===== config.mk =====
export PLATFORM = sky130hd
export DESIGN_NAME = video_clamp_timing_generator
export DESIGN_NICKNAME = d
export VERILOG_FILES = /design/src/clamp_pkg.sv /design/src/clamp_offset_servo.sv /design/src/video_clamp_timing_generator.sv
export VERILOG_INCLUDE_DIRS = /design/src /design/src/src
export SDC_FILE = /design/constraint.sdc
export NUM_CORES = 1
export LEC_CHECK = 0
export BUFFER_PORTS_ARGS = -buffer_cell sky130_fd_sc_hd__buf_2
export CAP_MARGIN = 20
export CORE_ASPECT_RATIO = 1.1
export CORE_MARGIN = 5
export CORE_UTILIZATION = 45
export CTS_CLUSTER_SIZE = 8
export DETAILED_ROUTE_END_ITERATION = 8
export PLACE_DENSITY = 0.62
export SYNTH_ARGS = -nofsm -noshare
export SYNTH_HDL_FRONTEND = slang
export SYNTH_HIERARCHICAL = 1
export SYNTH_SLANG_ARGS = --single-unit

===== constraint.sdc =====
create_clock -name sys_clk -period 3.3 [get_ports sys_clk]
set_input_delay 0.66 -clock sys_clk [delete_from_list [all_inputs] [get_ports sys_clk]]
set_output_delay 0.66 -clock sys_clk [all_outputs]
set_load 0.1 [all_outputs]

===== src/clamp_map.svh =====
// Register addresses, field positions, reset values and codes of the
// clamp timing generator. Included by the package users, no logic here.
`ifndef CLAMP_MAP_SVH
`define CLAMP_MAP_SVH

`define REG_START_DELAY 8'h19
`define REG_WINDOW_LEN 8'h1A
`define REG_CLAMP_SEL 8'h1B
`define REG_CLAMP_STATUS 8'h1C

`define START_DELAY_RST 8'h08
`define WINDOW_LEN_RST 8'h14
`define CLAMP_SEL_RST 3'h0
`define CLAMP_SEL_LSB 5

`define CLAMP_BLACK_CODE 8'h00
`define CLAMP_MID_CODE 8'h80

`endif


===== src/clamp_pkg.sv =====
// Types used by the clamp timing generator; its offset servo uses none of them.
// Assumes clamp_map.svh for all numeric constants.
package clamp_pkg;

	typedef enum logic [1:0] {CL_IDLE, CL_DELAY, CL_ACTIVE} clamp_state_e;

	typedef enum logic [2:0] {
		I_IDLE, I_DEV, I_SUB, I_WR, I_RD
	} serial_state_e;

	typedef struct packed {
		logic [7:0] start_delay;
		logic [7:0] window_len;
		logic [2:0] mid_sel;
	} clamp_cfg_s;

endpackage : clamp_pkg


===== src/clamp_offset_servo.sv =====
// Per-channel offset servo: steps the offset while the clamp window is
// open so the converter code settles on the target, then holds it.
// Assumes adc_code is the converter output sampled on sys_clk.
`include "clamp_map.svh"

module clamp_offset_servo #(
	parameter int OFF_W = 8
) (
	input wire logic sys_clk,
	input wire logic rst_b,
	input wire logic clamp_active,
	input wire logic mid_sel,
	input wire logic [7:0] adc_code,
	output logic [OFF_W-1:0] offset
);

	localparam logic [OFF_W-1:0] OFF_MID = {1'b1, {(OFF_W-1){1'b0}}};
	localparam logic [OFF_W-1:0] OFF_MAX = {OFF_W{1'b1}};

	logic [7:0] target;
	logic [OFF_W-1:0] offset_r;

	if (OFF_W < 2) begin : g_chk
		$error("clamp_offset_servo: OFF_W must be at least 2");
	end

	assign target = mid_sel ? `CLAMP_MID_CODE : `CLAMP_BLACK_CODE;
	assign offset = offset_r;

	// Raising the offset raises the code; saturate instead of wrapping
	always_ff @(posedge sys_clk) begin
		if (!rst_b) begin
			offset_r <= OFF_MID;
		end else if (clamp_active) begin
			if (adc_code > target && offset_r != '0) begin
				offset_r <= offset_r - 1'b1;
			end else if (adc_code < target && offset_r != OFF_MAX) begin
				offset_r <= offset_r + 1'b1;
			end
		end
	end

	a_servo_down: assert property (@(posedge sys_clk) disable iff (!rst_b)
		clamp_active && adc_code > target && offset_r != '0
		|=> offset_r == $past(offset_r) - 1'b1)
		else $error("offset did not step down above target");

	a_servo_hold: assert property (@(posedge sys_clk) disable iff (!rst_b)
		!clamp_active |=> $stable(offset_r))
		else $error("offset moved outside the clamp window");

	c_servo_step: cover property (@(posedge sys_clk) disable iff (!rst_b)
		clamp_active && adc_code < target ##1 $changed(offset_r));

endmodule : clamp_offset_servo


===== src/video_clamp_timing_generator.sv =====
// Clamp timing generator with its 2-wire control port and three
// offset servos. Assumes sys_clk is the pixel clock and that hsync,
// scl_in and sda_in are already synchronous to it.
//
// Functional notes
// - Clamp starts placement periods after sync trailing edge.
// - Clamp lasts duration periods, then off until next line.
// - Placement and duration are eight-bit, 0 to 255.
// - During clamp, offset servoed so black gives target.
// - All settings written over the 2-wire port.
// - Each channel selects midscale or ground clamp.
`include "clamp_map.svh"

module video_clamp_timing_generator #(
	parameter logic [6:0] DEV_ADDR = 7'h4C,
	parameter int OFF_W = 8
) (
	input wire logic sys_clk,
	input wire logic rst_b,
	input wire logic hsync,
	input wire logic scl_in,
	input wire logic sda_in,
	output logic sda_out,
	output logic sda_oe_n,
	input wire logic [2:0][7:0] adc_code,
	output logic [2:0][OFF_W-1:0] offset,
	output logic [2:0] clamp_mid,
	output logic clamp_active
);

	clamp_pkg::clamp_cfg_s cfg_r;
	clamp_pkg::clamp_state_e cl_st_r;
	clamp_pkg::serial_state_e sp_st_r;
	logic [7:0] cnt_r;
	logic hsync_q;
	logic hs_trail;
	logic scl_q, sda_q;
	logic scl_rise, scl_fall, sp_start, sp_stop;
	logic [7:0] shreg_r;
	logic [7:0] sub_r;
	logic [3:0] bit_r;
	logic ack_r, rw_r, nack_r, drv_r;
	logic wr_stb;
	logic [7:0] rd_byte;

	// Sync trailing edge: hsync is active high
	always_ff @(posedge sys_clk) begin
		if (!rst_b) begin
			hsync_q <= 1'b0;
		end else begin
			hsync_q <= hsync;
		end
	end

	assign hs_trail = hsync_q & ~hsync;

	// One down-counter serves both placement and duration phases
	always_ff @(posedge sys_clk) begin
		if (!rst_b) begin
			cl_st_r <= clamp_pkg::CL_IDLE;
			cnt_r <= 8'h00;
		end else if (hs_trail) begin
			if (cfg_r.start_delay != 8'h00) begin
				cl_st_r <= clamp_pkg::CL_DELAY;
				cnt_r <= cfg_r.start_delay;
			end else if (cfg_r.window_len != 8'h00) begin
				cl_st_r <= clamp_pkg::CL_ACTIVE;
				cnt_r <= cfg_r.window_len;
			end else begin
				cl_st_r <= clamp_pkg::CL_IDLE;
			end
		end else begin
			unique case (cl_st_r)
				clamp_pkg::CL_IDLE: begin
					cnt_r <= 8'h00;
				end
				clamp_pkg::CL_DELAY: begin
					if (cnt_r != 8'h01) begin
						cnt_r <= cnt_r - 8'h01;
					end else if (cfg_r.window_len != 8'h00) begin
						cl_st_r <= clamp_pkg::CL_ACTIVE;
						cnt_r <= cfg_r.window_len;
					end else begin
						cl_st_r <= clamp_pkg::CL_IDLE;
					end
				end
				clamp_pkg::CL_ACTIVE: begin
					if (cnt_r != 8'h01) begin
						cnt_r <= cnt_r - 8'h01;
					end else begin
						cl_st_r <= clamp_pkg::CL_IDLE;
					end
				end
			endcase
		end
	end

	assign clamp_active = (cl_st_r == clamp_pkg::CL_ACTIVE);
	assign clamp_mid = cfg_r.mid_sel;

	for (genvar ch = 0; ch < 3; ch++) begin : g_chan
		clamp_offset_servo #(
			.OFF_W(OFF_W)
		) u_servo (
			.sys_clk(sys_clk),
			.rst_b(rst_b),
			.clamp_active(clamp_active),
			.mid_sel(cfg_r.mid_sel[ch]),
			.adc_code(adc_code[ch]),
			.offset(offset[ch])
		);
	end

	// 2-wire port: line events from one-cycle-old samples
	always_ff @(posedge sys_clk) begin
		if (!rst_b) begin
			scl_q <= 1'b1;
			sda_q <= 1'b1;
		end else begin
			scl_q <= scl_in;
			sda_q <= sda_in;
		end
	end

	assign scl_rise = scl_in & ~scl_q;
	assign scl_fall = ~scl_in & scl_q;
	assign sp_start = scl_in & scl_q & sda_q & ~sda_in;
	assign sp_stop = scl_in & scl_q & ~sda_q & sda_in;
	assign wr_stb = scl_fall & ~ack_r & (bit_r == 4'h8)
		& (sp_st_r == clamp_pkg::I_WR);

	always_comb begin
		unique case (sub_r)
			`REG_START_DELAY: rd_byte = cfg_r.start_delay;
			`REG_WINDOW_LEN: rd_byte = cfg_r.window_len;
			`REG_CLAMP_SEL: rd_byte = {cfg_r.mid_sel, 5'h00};
			`REG_CLAMP_STATUS: rd_byte = {6'h00,
				cl_st_r == clamp_pkg::CL_DELAY, clamp_active};
			default: rd_byte = 8'h00;
		endcase
	end

	// Byte framing; data changes only while scl is low
	always_ff @(posedge sys_clk) begin
		if (!rst_b) begin
			sp_st_r <= clamp_pkg::I_IDLE;
			shreg_r <= 8'h00;
			sub_r <= 8'h00;
			bit_r <= 4'h0;
			ack_r <= 1'b0;
			rw_r <= 1'b0;
			nack_r <= 1'b0;
			drv_r <= 1'b0;
		end else if (sp_start) begin
			sp_st_r <= clamp_pkg::I_DEV;
			bit_r <= 4'h0;
			ack_r <= 1'b0;
			drv_r <= 1'b0;
		end else if (sp_stop) begin
			sp_st_r <= clamp_pkg::I_IDLE;
			drv_r <= 1'b0;
		end else if (sp_st_r == clamp_pkg::I_IDLE) begin
			drv_r <= 1'b0;
		end else if (scl_rise) begin
			if (ack_r) begin
				nack_r <= sda_in;
			end else begin
				bit_r <= bit_r + 4'h1;
				if (sp_st_r != clamp_pkg::I_RD) begin
					shreg_r <= {shreg_r[6:0], sda_in};
				end
			end
		end else if (scl_fall && !ack_r && bit_r == 4'h8) begin
			ack_r <= 1'b1;
			bit_r <= 4'h0;
			drv_r <= 1'b1;
			unique case (sp_st_r)
				clamp_pkg::I_DEV: begin
					rw_r <= shreg_r[0];
					if (shreg_r[7:1] != DEV_ADDR) begin
						sp_st_r <= clamp_pkg::I_IDLE;
						drv_r <= 1'b0;
					end
				end
				clamp_pkg::I_SUB: sub_r <= shreg_r;
				clamp_pkg::I_WR: sub_r <= sub_r + 8'h01;
				clamp_pkg::I_RD: begin
					sub_r <= sub_r + 8'h01;
					drv_r <= 1'b0;
				end
				default: drv_r <= 1'b0;
			endcase
		end else if (scl_fall && ack_r) begin
			ack_r <= 1'b0;
			drv_r <= 1'b0;
			if ((sp_st_r == clamp_pkg::I_DEV && rw_r)
				|| (sp_st_r == clamp_pkg::I_RD && !nack_r)) begin
				sp_st_r <= clamp_pkg::I_RD;
				drv_r <= ~rd_byte[7];
				shreg_r <= {rd_byte[6:0], 1'b0};
			end else if (sp_st_r == clamp_pkg::I_RD) begin
				sp_st_r <= clamp_pkg::I_IDLE;
			end else if (sp_st_r == clamp_pkg::I_DEV) begin
				sp_st_r <= clamp_pkg::I_SUB;
			end else begin
				sp_st_r <= clamp_pkg::I_WR;
			end
		end else if (scl_fall && sp_st_r == clamp_pkg::I_RD) begin
			drv_r <= ~shreg_r[7];
			shreg_r <= {shreg_r[6:0], 1'b0};
		end
	end

	// Open drain: only ever pull low
	assign sda_out = 1'b0;
	assign sda_oe_n = ~drv_r;

	// Settings apply from the next pixel; a placement or duration change
	// mid-line affects only counts not yet loaded
	always_ff @(posedge sys_clk) begin
		if (!rst_b) begin
			cfg_r.start_delay <= `START_DELAY_RST;
			cfg_r.window_len <= `WINDOW_LEN_RST;
			cfg_r.mid_sel <= `CLAMP_SEL_RST;
		end else if (wr_stb) begin
			unique case (sub_r)
				`REG_START_DELAY: cfg_r.start_delay <= shreg_r;
				`REG_WINDOW_LEN: cfg_r.window_len <= shreg_r;
				`REG_CLAMP_SEL: cfg_r.mid_sel <=
					shreg_r[`CLAMP_SEL_LSB +: 3];
				default: ;
			endcase
		end
	end

	a_place_load: assert property (@(posedge sys_clk) disable iff (!rst_b)
		hs_trail && cfg_r.start_delay != 8'h00
		|=> cl_st_r == clamp_pkg::CL_DELAY
			&& cnt_r == $past(cfg_r.start_delay))
		else $error("placement count not loaded on sync edge");

	a_place_end: assert property (@(posedge sys_clk) disable iff (!rst_b)
		cl_st_r == clamp_pkg::CL_DELAY && cnt_r == 8'h01 && !hs_trail
		&& cfg_r.window_len != 8'h00 |=> clamp_active)
		else $error("clamp did not open after placement");

	a_window_len: assert property (@(posedge sys_clk) disable iff (!rst_b)
		$rose(clamp_active) && !$past(hs_trail)
		|-> cnt_r == $past(cfg_r.window_len))
		else $error("clamp window length not loaded");

	a_window_end: assert property (@(posedge sys_clk) disable iff (!rst_b)
		clamp_active && cnt_r == 8'h01 && !hs_trail
		|=> !clamp_active)
		else $error("clamp window overran its length");

	a_early_cut: assert property (@(posedge sys_clk) disable iff (!rst_b)
		clamp_active && hs_trail && cfg_r.start_delay != 8'h00
		|=> !clamp_active)
		else $error("open clamp not cut by new sync edge");

	a_reg_write: assert property (@(posedge sys_clk) disable iff (!rst_b)
		wr_stb && sub_r == `REG_START_DELAY
		|=> cfg_r.start_delay == $past(shreg_r))
		else $error("placement write not applied");

	a_mid_select: assert property (@(posedge sys_clk) disable iff (!rst_b)
		wr_stb && sub_r == `REG_CLAMP_SEL
		|=> clamp_mid == $past(shreg_r[7:5]))
		else $error("clamp select bits not applied");

	c_clamp_open: cover property (@(posedge sys_clk) disable iff (!rst_b)
		$rose(clamp_active));
	c_clamp_cut: cover property (@(posedge sys_clk) disable iff (!rst_b)
		clamp_active && hs_trail);
	c_reg_read: cover property (@(posedge sys_clk) disable iff (!rst_b)
		sp_st_r == clamp_pkg::I_RD && !sda_oe_n);

endmodule : video_clamp_timing_generator


==> results of run 1 <==
## worst paths after layout
kind | startpoint | endpoint | slack, ns | depth (start not counted)
worst min-delay path | sub_r[7] | sub_r[7] | 0.49 | 2
worst max register to register | clamp_mid[1] | g_chan[1].u_servo/offset[6] | 0.38 | 11
worst max-delay path | adc_code[15] | g_chan[1].u_servo/offset[6] | 0.33 | 13
worst min register to register | sub_r[7] | sub_r[7] | 0.49 | 2
## routing by layer
layer  share of wire [%]  wire length [um]
met2                  48              6580
met4                 2.2               297
met1                  45              6130
met3                 5.4               745
met5                   0                 0
## kinds of logic (layout without fill, tap and decap cells)
family,after synthesis,count (layout),share of synthesized area [%]
adders and majority gates,34,34,7.94
buffers and inverters,56,112,4.55
and+or+nand+nor,263,263,26.4
muxes,46,46,8.25
other,1,1,0.0665
xor gates and xnor gates,21,21,3.26
DFF,83,83,29.5
AOI/OAI and AO/OA,159,159,20.1
## cells in the mapped netlist, types with 4 or more instances
cell,number
dfxtp_1,83
nand2_1,51
nor2_1,50
mux2i_1,42
nor2b_1,40
ha_1,31
inv_1,28
o21ai_0,28
a21oi_1,17
nand2b_1,16
nor4_1,16
xnor2_1,15
and2_1,14
nor3_1,14
o211ai_1,13
clkbuf_1,11
nand3_1,11
a22oi_1,8
a41oi_1,8
buf_4,8
nand4_1,8
a21boi_1,7
buf_2,7
a21boi_0,6
a31oi_1,6
and3_1,6
o21ai_1,6
xor2_1,6
a211oi_1,5
a21o_1,5
o21a_1,5
o22ai_1,5
o31a_1,4
o31ai_1,4
or3_1,4
## flip-flops by register name (all words and copies together), names as in the netlist
register / flops
cnt_r: 8
rw_r: 1
hsync_q: 1
shreg_r: 8
nack_r: 1
g_chan.u_servo/offset: 24
sp_st_r: 3
clamp_mid: 3
sda_q: 1
scl_q: 1
bit_r: 4
drv_r: 1
cl_st_r: 2
sub_r: 8
ack_r: 1
cfg_r: 16
## tightest hold or removal path, cell delays in order, from the launching register on
cell and delay, ns:
dfxtp_1 0.33, nand2_1 0.06, a21boi_1 0.06
## power by group through the flow
| stage | sequential, W | combinational (W) | clock [W] |
|---|---|---|---|
| 2_1_floorplan | 0.00121 | 0.000323 | 0 |
| 3_3_place_gp | 0.00109 | 0.000541 | 0 |
| 3_5_place_dp | 0.00109 | 0.000550 | 0 |
| 4_1_cts | 0.00106 | 0.000553 | 0.000944 |
| 5_1_grt | 0.00107 | 0.000603 | 0.000988 |
| 6_report | 0.00106 | 0.000552 | 0.000914 |
## final cells by class
class                      count  area, sq um
clock buffer                  11          233
multi-input combinational    524         3720
tap                          157          196
clock inverter                 5         30.0
fill                        1194         6120
timing repair buffer          67          358
inverter                      29          109
sequential                    83         1660
## through the flow
| stage | hold slack, ns | worst slack, ns | utilization, % | std cells | power (W) |
|---|---|---|---|---|---|
| final | 0.492 | 0.334 | 50.8 | 876 | 0.00253 |
| after global routing | 0.511 | 0.0984 | 50.8 | 876 | 0.00266 |
| after CTS | 0.498 | 0.365 | 50.7 | 875 | 0.00256 |
| after detailed placement | 0.489 | -0.00108 | 48.6 | 859 | 0.00164 |
| after global placement | 0.471 | 0.0993 | 48.6 | 859 | 0.00163 |
| after floorplan | 0.451 | 0.186 | - | 663 | 0.00153 |
==> flow_summary_export.csv, run 1 <==
group,metric,value,unit
synth,synth_edf_count,0,
power,switching_share,31.4,%
final_layout,nets,777,
global_routing,grt_start_max_net_pins,41,
synth,synth_area,5640,sq um
clocking,cts_hold_buf,0,
clocking,cts_made_buffers,9,
synth,synth_area_leaders,"dfxtp_1 29%, mux2i_1 7.5%, ha_1 6.9%",
critical_path,cp_max_fo,6,
clocking,cts_setup_buffers,0,
sta,finalClockSkew,0.00962,ns
clocking,clock_path_buffers,2,
sta,fin_setup_tns,0,ns
clocking,clk_latency,0.34,ns
global_routing,grtUsageMet3,2.79,%
routing,vias,5099,
power,leakage,2.60,nW
final_layout,mostFrequentLayoutCells,"83 x dfxtp_1, 58 x buf_2, 51 x nand2_1",
critical_path,cp_top_family,"simple AND/OR/NAND/NOR gates",
power,p_comb_share,21.8,%
floorplanning,io_pins,59,
sta,relSlewSlack,52.1,%
routing,dr.pass1.iters,5,
synth,ys_warn_count,6,
run_status,status,"complete, no violations",
worst_hold_path,hold_path.class,"reg2reg",
placed_design,io_buffers,57,
floorplanning,floorplan.die_area,14900,sq um
sta,rsz0062_at_grt,"false",
final_layout,final_common_cell,"dfxtp_1",
power,power_per_cell_area,401,nW/um^2
global_routing,grtUsageMet1,24.4,%
clocking,htree_levels,3,
routing,drc,0,
critical_path,crit_chain,"buf_2 -> inv_1 -> ha_1 -> nor4b_1 -> a21oi_1 -> nand2_1 -> inv_1 -> ha_1 -> nor2b_4 -> o31a_1 -> or4_1 -> a41o_1 -> a21boi_2",
global_routing,track_usage,18.9,%
floorplanning,die-width,117,um
routing,drt_iter0_markers,243,
critical_path,crit_path_top_delay_cell,"or4_1",
placed_design,place_area,6040,sq um
routing,ant_nets,0,
synth,synth_top_flop_cell,"dfxtp_1",
final_layout,fin_area,6310,sq um
routing,post_drt_wl_per_cell,15.7,um
power,p_clk_share,36.1,%
synth,synthDistinctLibCells,80,
synth,yosys.area.top_type,"dfxtp_1",
floorplanning,rows,43,
sta,fin_crit_sh,89.9,%
global_routing,grt_pass1_vias,4928,
sta,fin_crit,2.97,ns
synth,avgSynthCellArea,8.51,sq um
global_routing,antenna_found_initial,0,
critical_path,cp-end-kind,"flop",
synth,ys_ff_latch,83,
clocking,cts.clk_slew.worst_paths,0.06,ns
sta,max_freq,337,MHz
global_routing,busiest_layer,"met2",
sta,worst-slew-pin-transition,0.713,ns
routing,wl,13800,um
global_routing,grt_pass1_wl,23100,um
clocking,cts_tree,"done",
clocking,clock-root-buffer,"clkbuf_16",
critical_path,cp.arrival,3.25,ns
final_layout,antenna_cells,0,
placed_design,place_hpwl,10100,um
final_layout,final_layout_size_suffix_gt1_share,14.3,%
sta,setup_viol,0,
power,switchingPower,0.000794,W
job,maxCapViolations,0,
routing,via_per_inst,5.82,
floorplanning,core_area,12400,sq um
critical_path,setup.worst_path.start_class,"input port",
power,p_int,0.00174,W
synth,synth_top_area_share,29.5,%
synth,yosysSeqAreaShare,29.5,%
global_routing,met2_usage,31.7,%
floorplanning,die_h,127,um
sta,hold_viol_final,0,
power,ir_drop,0.283,mV
synth,synthCells,663,
final_layout,areaGrowthSynthToFinish,11.9,%
global_routing,grt-ovfl-total,0,
clocking,cts_sinks,83,
critical_path,worst_path_largest_cell_delay,0.40,ns
critical_path,crit_required,3.58,ns
clocking,cts_resized,0,
synth,async_flop_share,0,%
critical_path,crit_buf_inv,3,
synth,syn_nets,726,
critical_path,crit_type,"in2reg",
power,p_seq_share,42.1,%
placed_design,gp_congestion,0.865,
sta,slew_violations,0,
floorplanning,start_util,45.4,%
Note: power is estimated with default switching activity, not from simulation.
==> run 2, diff against run 1 <==
GPL_TIMING_DRIVEN = 0   (was unset)
==> run 2 against run 1 <==
Count of clock-buffer cells in the layout is 2 higher. First-iteration DRC count rose by 70%. Die area unchanged. Flip-flop and latch count is the same. Clock skew shrank 0.00068 ns. Worst hold slack lost 0.0021 ns. Sequential share of layout area decreased by 0.44 points. Cell area rose by 1.7%. Utilization rose by 0.87 points. Setup slack gained 0.0049 ns. Fmax up 0.16%. Clock power up 11%.
==> flow_summary_export.csv, run 2 (synthesis gave the netlist of run 1 again) <==
group,metric,value,unit
floorplanning,rows,43,
sta,slew_violations,0,
critical_path,rr_startpoint,"clamp_mid[2]",
final_layout,mostFrequentLayoutCells,"83 x dfxtp_1, 64 x buf_2, 51 x nand2_1",
global_routing,grt_pass1_vias,4986,
routing,dr.pass1.iters,5,
critical_path,crit_type,"in2reg",
power,switchingPower,0.000782,W
critical_path,cp_max_fo,6,
sta,setup_viol,0,
sta,worst-slew-pin-transition,0.774,ns
worst_hold_path,holdPathEnd,"sub_r[7]",
power,p_seq_share,40.3,%
clocking,cts_tree,"done",
critical_path,setup.worst_path.start_class,"input port",
final_layout,areaGrowthSynthToFinish,13.8,%
sta,finalClockSkew,0.00894,ns
power,p_int,0.00185,W
floorplanning,floorplan.die_area,14900,sq um
global_routing,track_usage,19.3,%
floorplanning,core_area,12400,sq um
routing,post_drt_wl_per_cell,16.0,um
clocking,clock_path_buffers,2,
power,switching_share,29.7,%
sta,max_freq,338,MHz
job,maxCapViolations,0,
power,p_comb_share,21.3,%
routing,wl,14300,um
clocking,cts_resized,0,
placed_design,place_hpwl,10600,um
critical_path,worstReg2RegEnd,"g_chan[2].u_servo/offset[6]",
critical_path,crit_required,3.58,ns
critical_path,rrSetupSlack,0.39,ns
routing,ant_nets,0,
worst_hold_path,hold_depth,2,
clocking,clock-root-buffer,"clkbuf_16",
critical_path,rr_worst_depth,11,
sta,hold_slack,0.490,ns
clocking,htree_levels,3,
floorplanning,io_pins,59,
worst_hold_path,hp-start,"sub_r[7]",
final_layout,final_common_cell,"dfxtp_1",
routing,drt_iter0_markers,413,
clocking,cts_made_buffers,9,
sta,fin_crit,2.96,ns
floorplanning,die_h,127,um
sta,fin_crit_sh,89.7,%
critical_path,cp.arrival,3.24,ns
power,power_per_cell_area,411,nW/um^2
sta,rsz0062_at_grt,"false",
final_layout,antenna_cells,0,
floorplanning,start_util,45.4,%
routing,drc,0,
sta,relSlewSlack,47.9,%
final_layout,nets,794,
global_routing,grt_pass1_wl,23600,um
placed_design,place_area,6120,sq um
power,ir_drop,0.206,mV
power,p_clk_share,38.4,%
sta,hold_viol_final,0,
final_layout,fin_util,51.6,%
final_layout,largest_register_ffs,24,
global_routing,grt-ovfl-total,0,
worst_hold_path,hold_path.class,"reg2reg",
placed_design,gp_congestion,0.826,
run_status,status,"complete, no violations",
clocking,cts_hold_buf,0,
power,leakage,2.66,nW
critical_path,cp-end-kind,"flop",
clocking,cts_sinks,83,
floorplanning,die-width,117,um
final_layout,fin_area,6420,sq um
global_routing,antenna_found_initial,0,
placed_design,io_buffers,57,
routing,via_per_inst,5.77,
final_layout,final_layout_size_suffix_gt1_share,14.7,%
clocking,clk_latency,0.34,ns
clocking,cts_setup_buffers,0,
routing,vias,5145,
clocking,cts.clk_slew.worst_paths,0.06,ns
global_routing,grt_start_max_net_pins,35,
run 2: cell types whose count changed in the layout (fill, tap and decap cells not counted):
| cell | delta |
|---|---|
| clkbuf_8 | +2 |
| buf_6 | +1 |
| clkinvlp_4 | -2 |
| buf_2 | +6 |
| clkbuf_1 | +11 |
| bufinv_16 | +1 |
| buf_4 | -1 |
| clkinv_2 | -2 |
run 2: power groups by stage:
stage          combinational, W  sequential (W)  clock (W)
2_1_floorplan          0.000323         0.00121          0
3_3_place_gp           0.000547         0.00108          0
3_5_place_dp           0.000559         0.00108          0
4_1_cts                0.000562         0.00106    0.00104
5_1_grt                0.000613         0.00107    0.00108
6_report               0.000562         0.00106    0.00101
run 2: metal layers:
layer	track usage, %	share of wire (%)	up-vias
met5	0	0	-
met4	7.02	1.7	0
met3	2.75	4.1	19
met2	32.5	48	107
met1	24.8	47	2448
li1	-	-	2571
run 2: layout make-up:
type,instances,area [sq um]
Fill cell,1207,6010
Multi-Input combinational cell,524,3720
Sequential cell,83,1660
Timing Repair Buffer,57,285
Clock buffer,13,260
Tap cell,157,196
Buffer,27,148
Inverter,29,109
Clock inverter,2,35.0
run 2: worst max-delay path, stage by stage:
cell,delay [ns]
buf_2,0.07
inv_1,0.03
ha_1,0.26
nor4b_1,0.28
nand2_1,0.09
nand2_1,0.12
inv_1,0.13
ha_1,0.36
nor2b_4,0.15
o31a_1,0.27
or4b_1,0.48
a31o_1,0.20
a21boi_2,0.12
run 2: worst max path at each step:
stage                     depth (start not counted)                   startpoint  slack [ns]                          end
after floorplan                                  10  g_chan[0].u_servo/offset[4]        0.19  g_chan[0].u_servo/offset[6]
after global placement                           13                 adc_code[15]        0.02  g_chan[1].u_servo/offset[7]
after detailed placement                         13                 adc_code[23]       -0.03  g_chan[2].u_servo/offset[6]
after CTS                                        13                 adc_code[23]        0.32  g_chan[2].u_servo/offset[6]
after global routing                             13                  adc_code[7]        0.17  g_chan[0].u_servo/offset[6]
final                                            13                 adc_code[23]        0.34  g_chan[2].u_servo/offset[6]
run 2: through the flow:
stage	total power, W	std cells	TNS, ns	worst slack [ns]
global route	0.00276	892	0	0.172
CTS	0.00267	892	0	0.320
floorplan	0.00153	663	0	0.186
detailed placement	0.00164	877	-0.0461	-0.0325
global placement	0.00163	877	0	0.0153
finish	0.00264	892	0	0.339
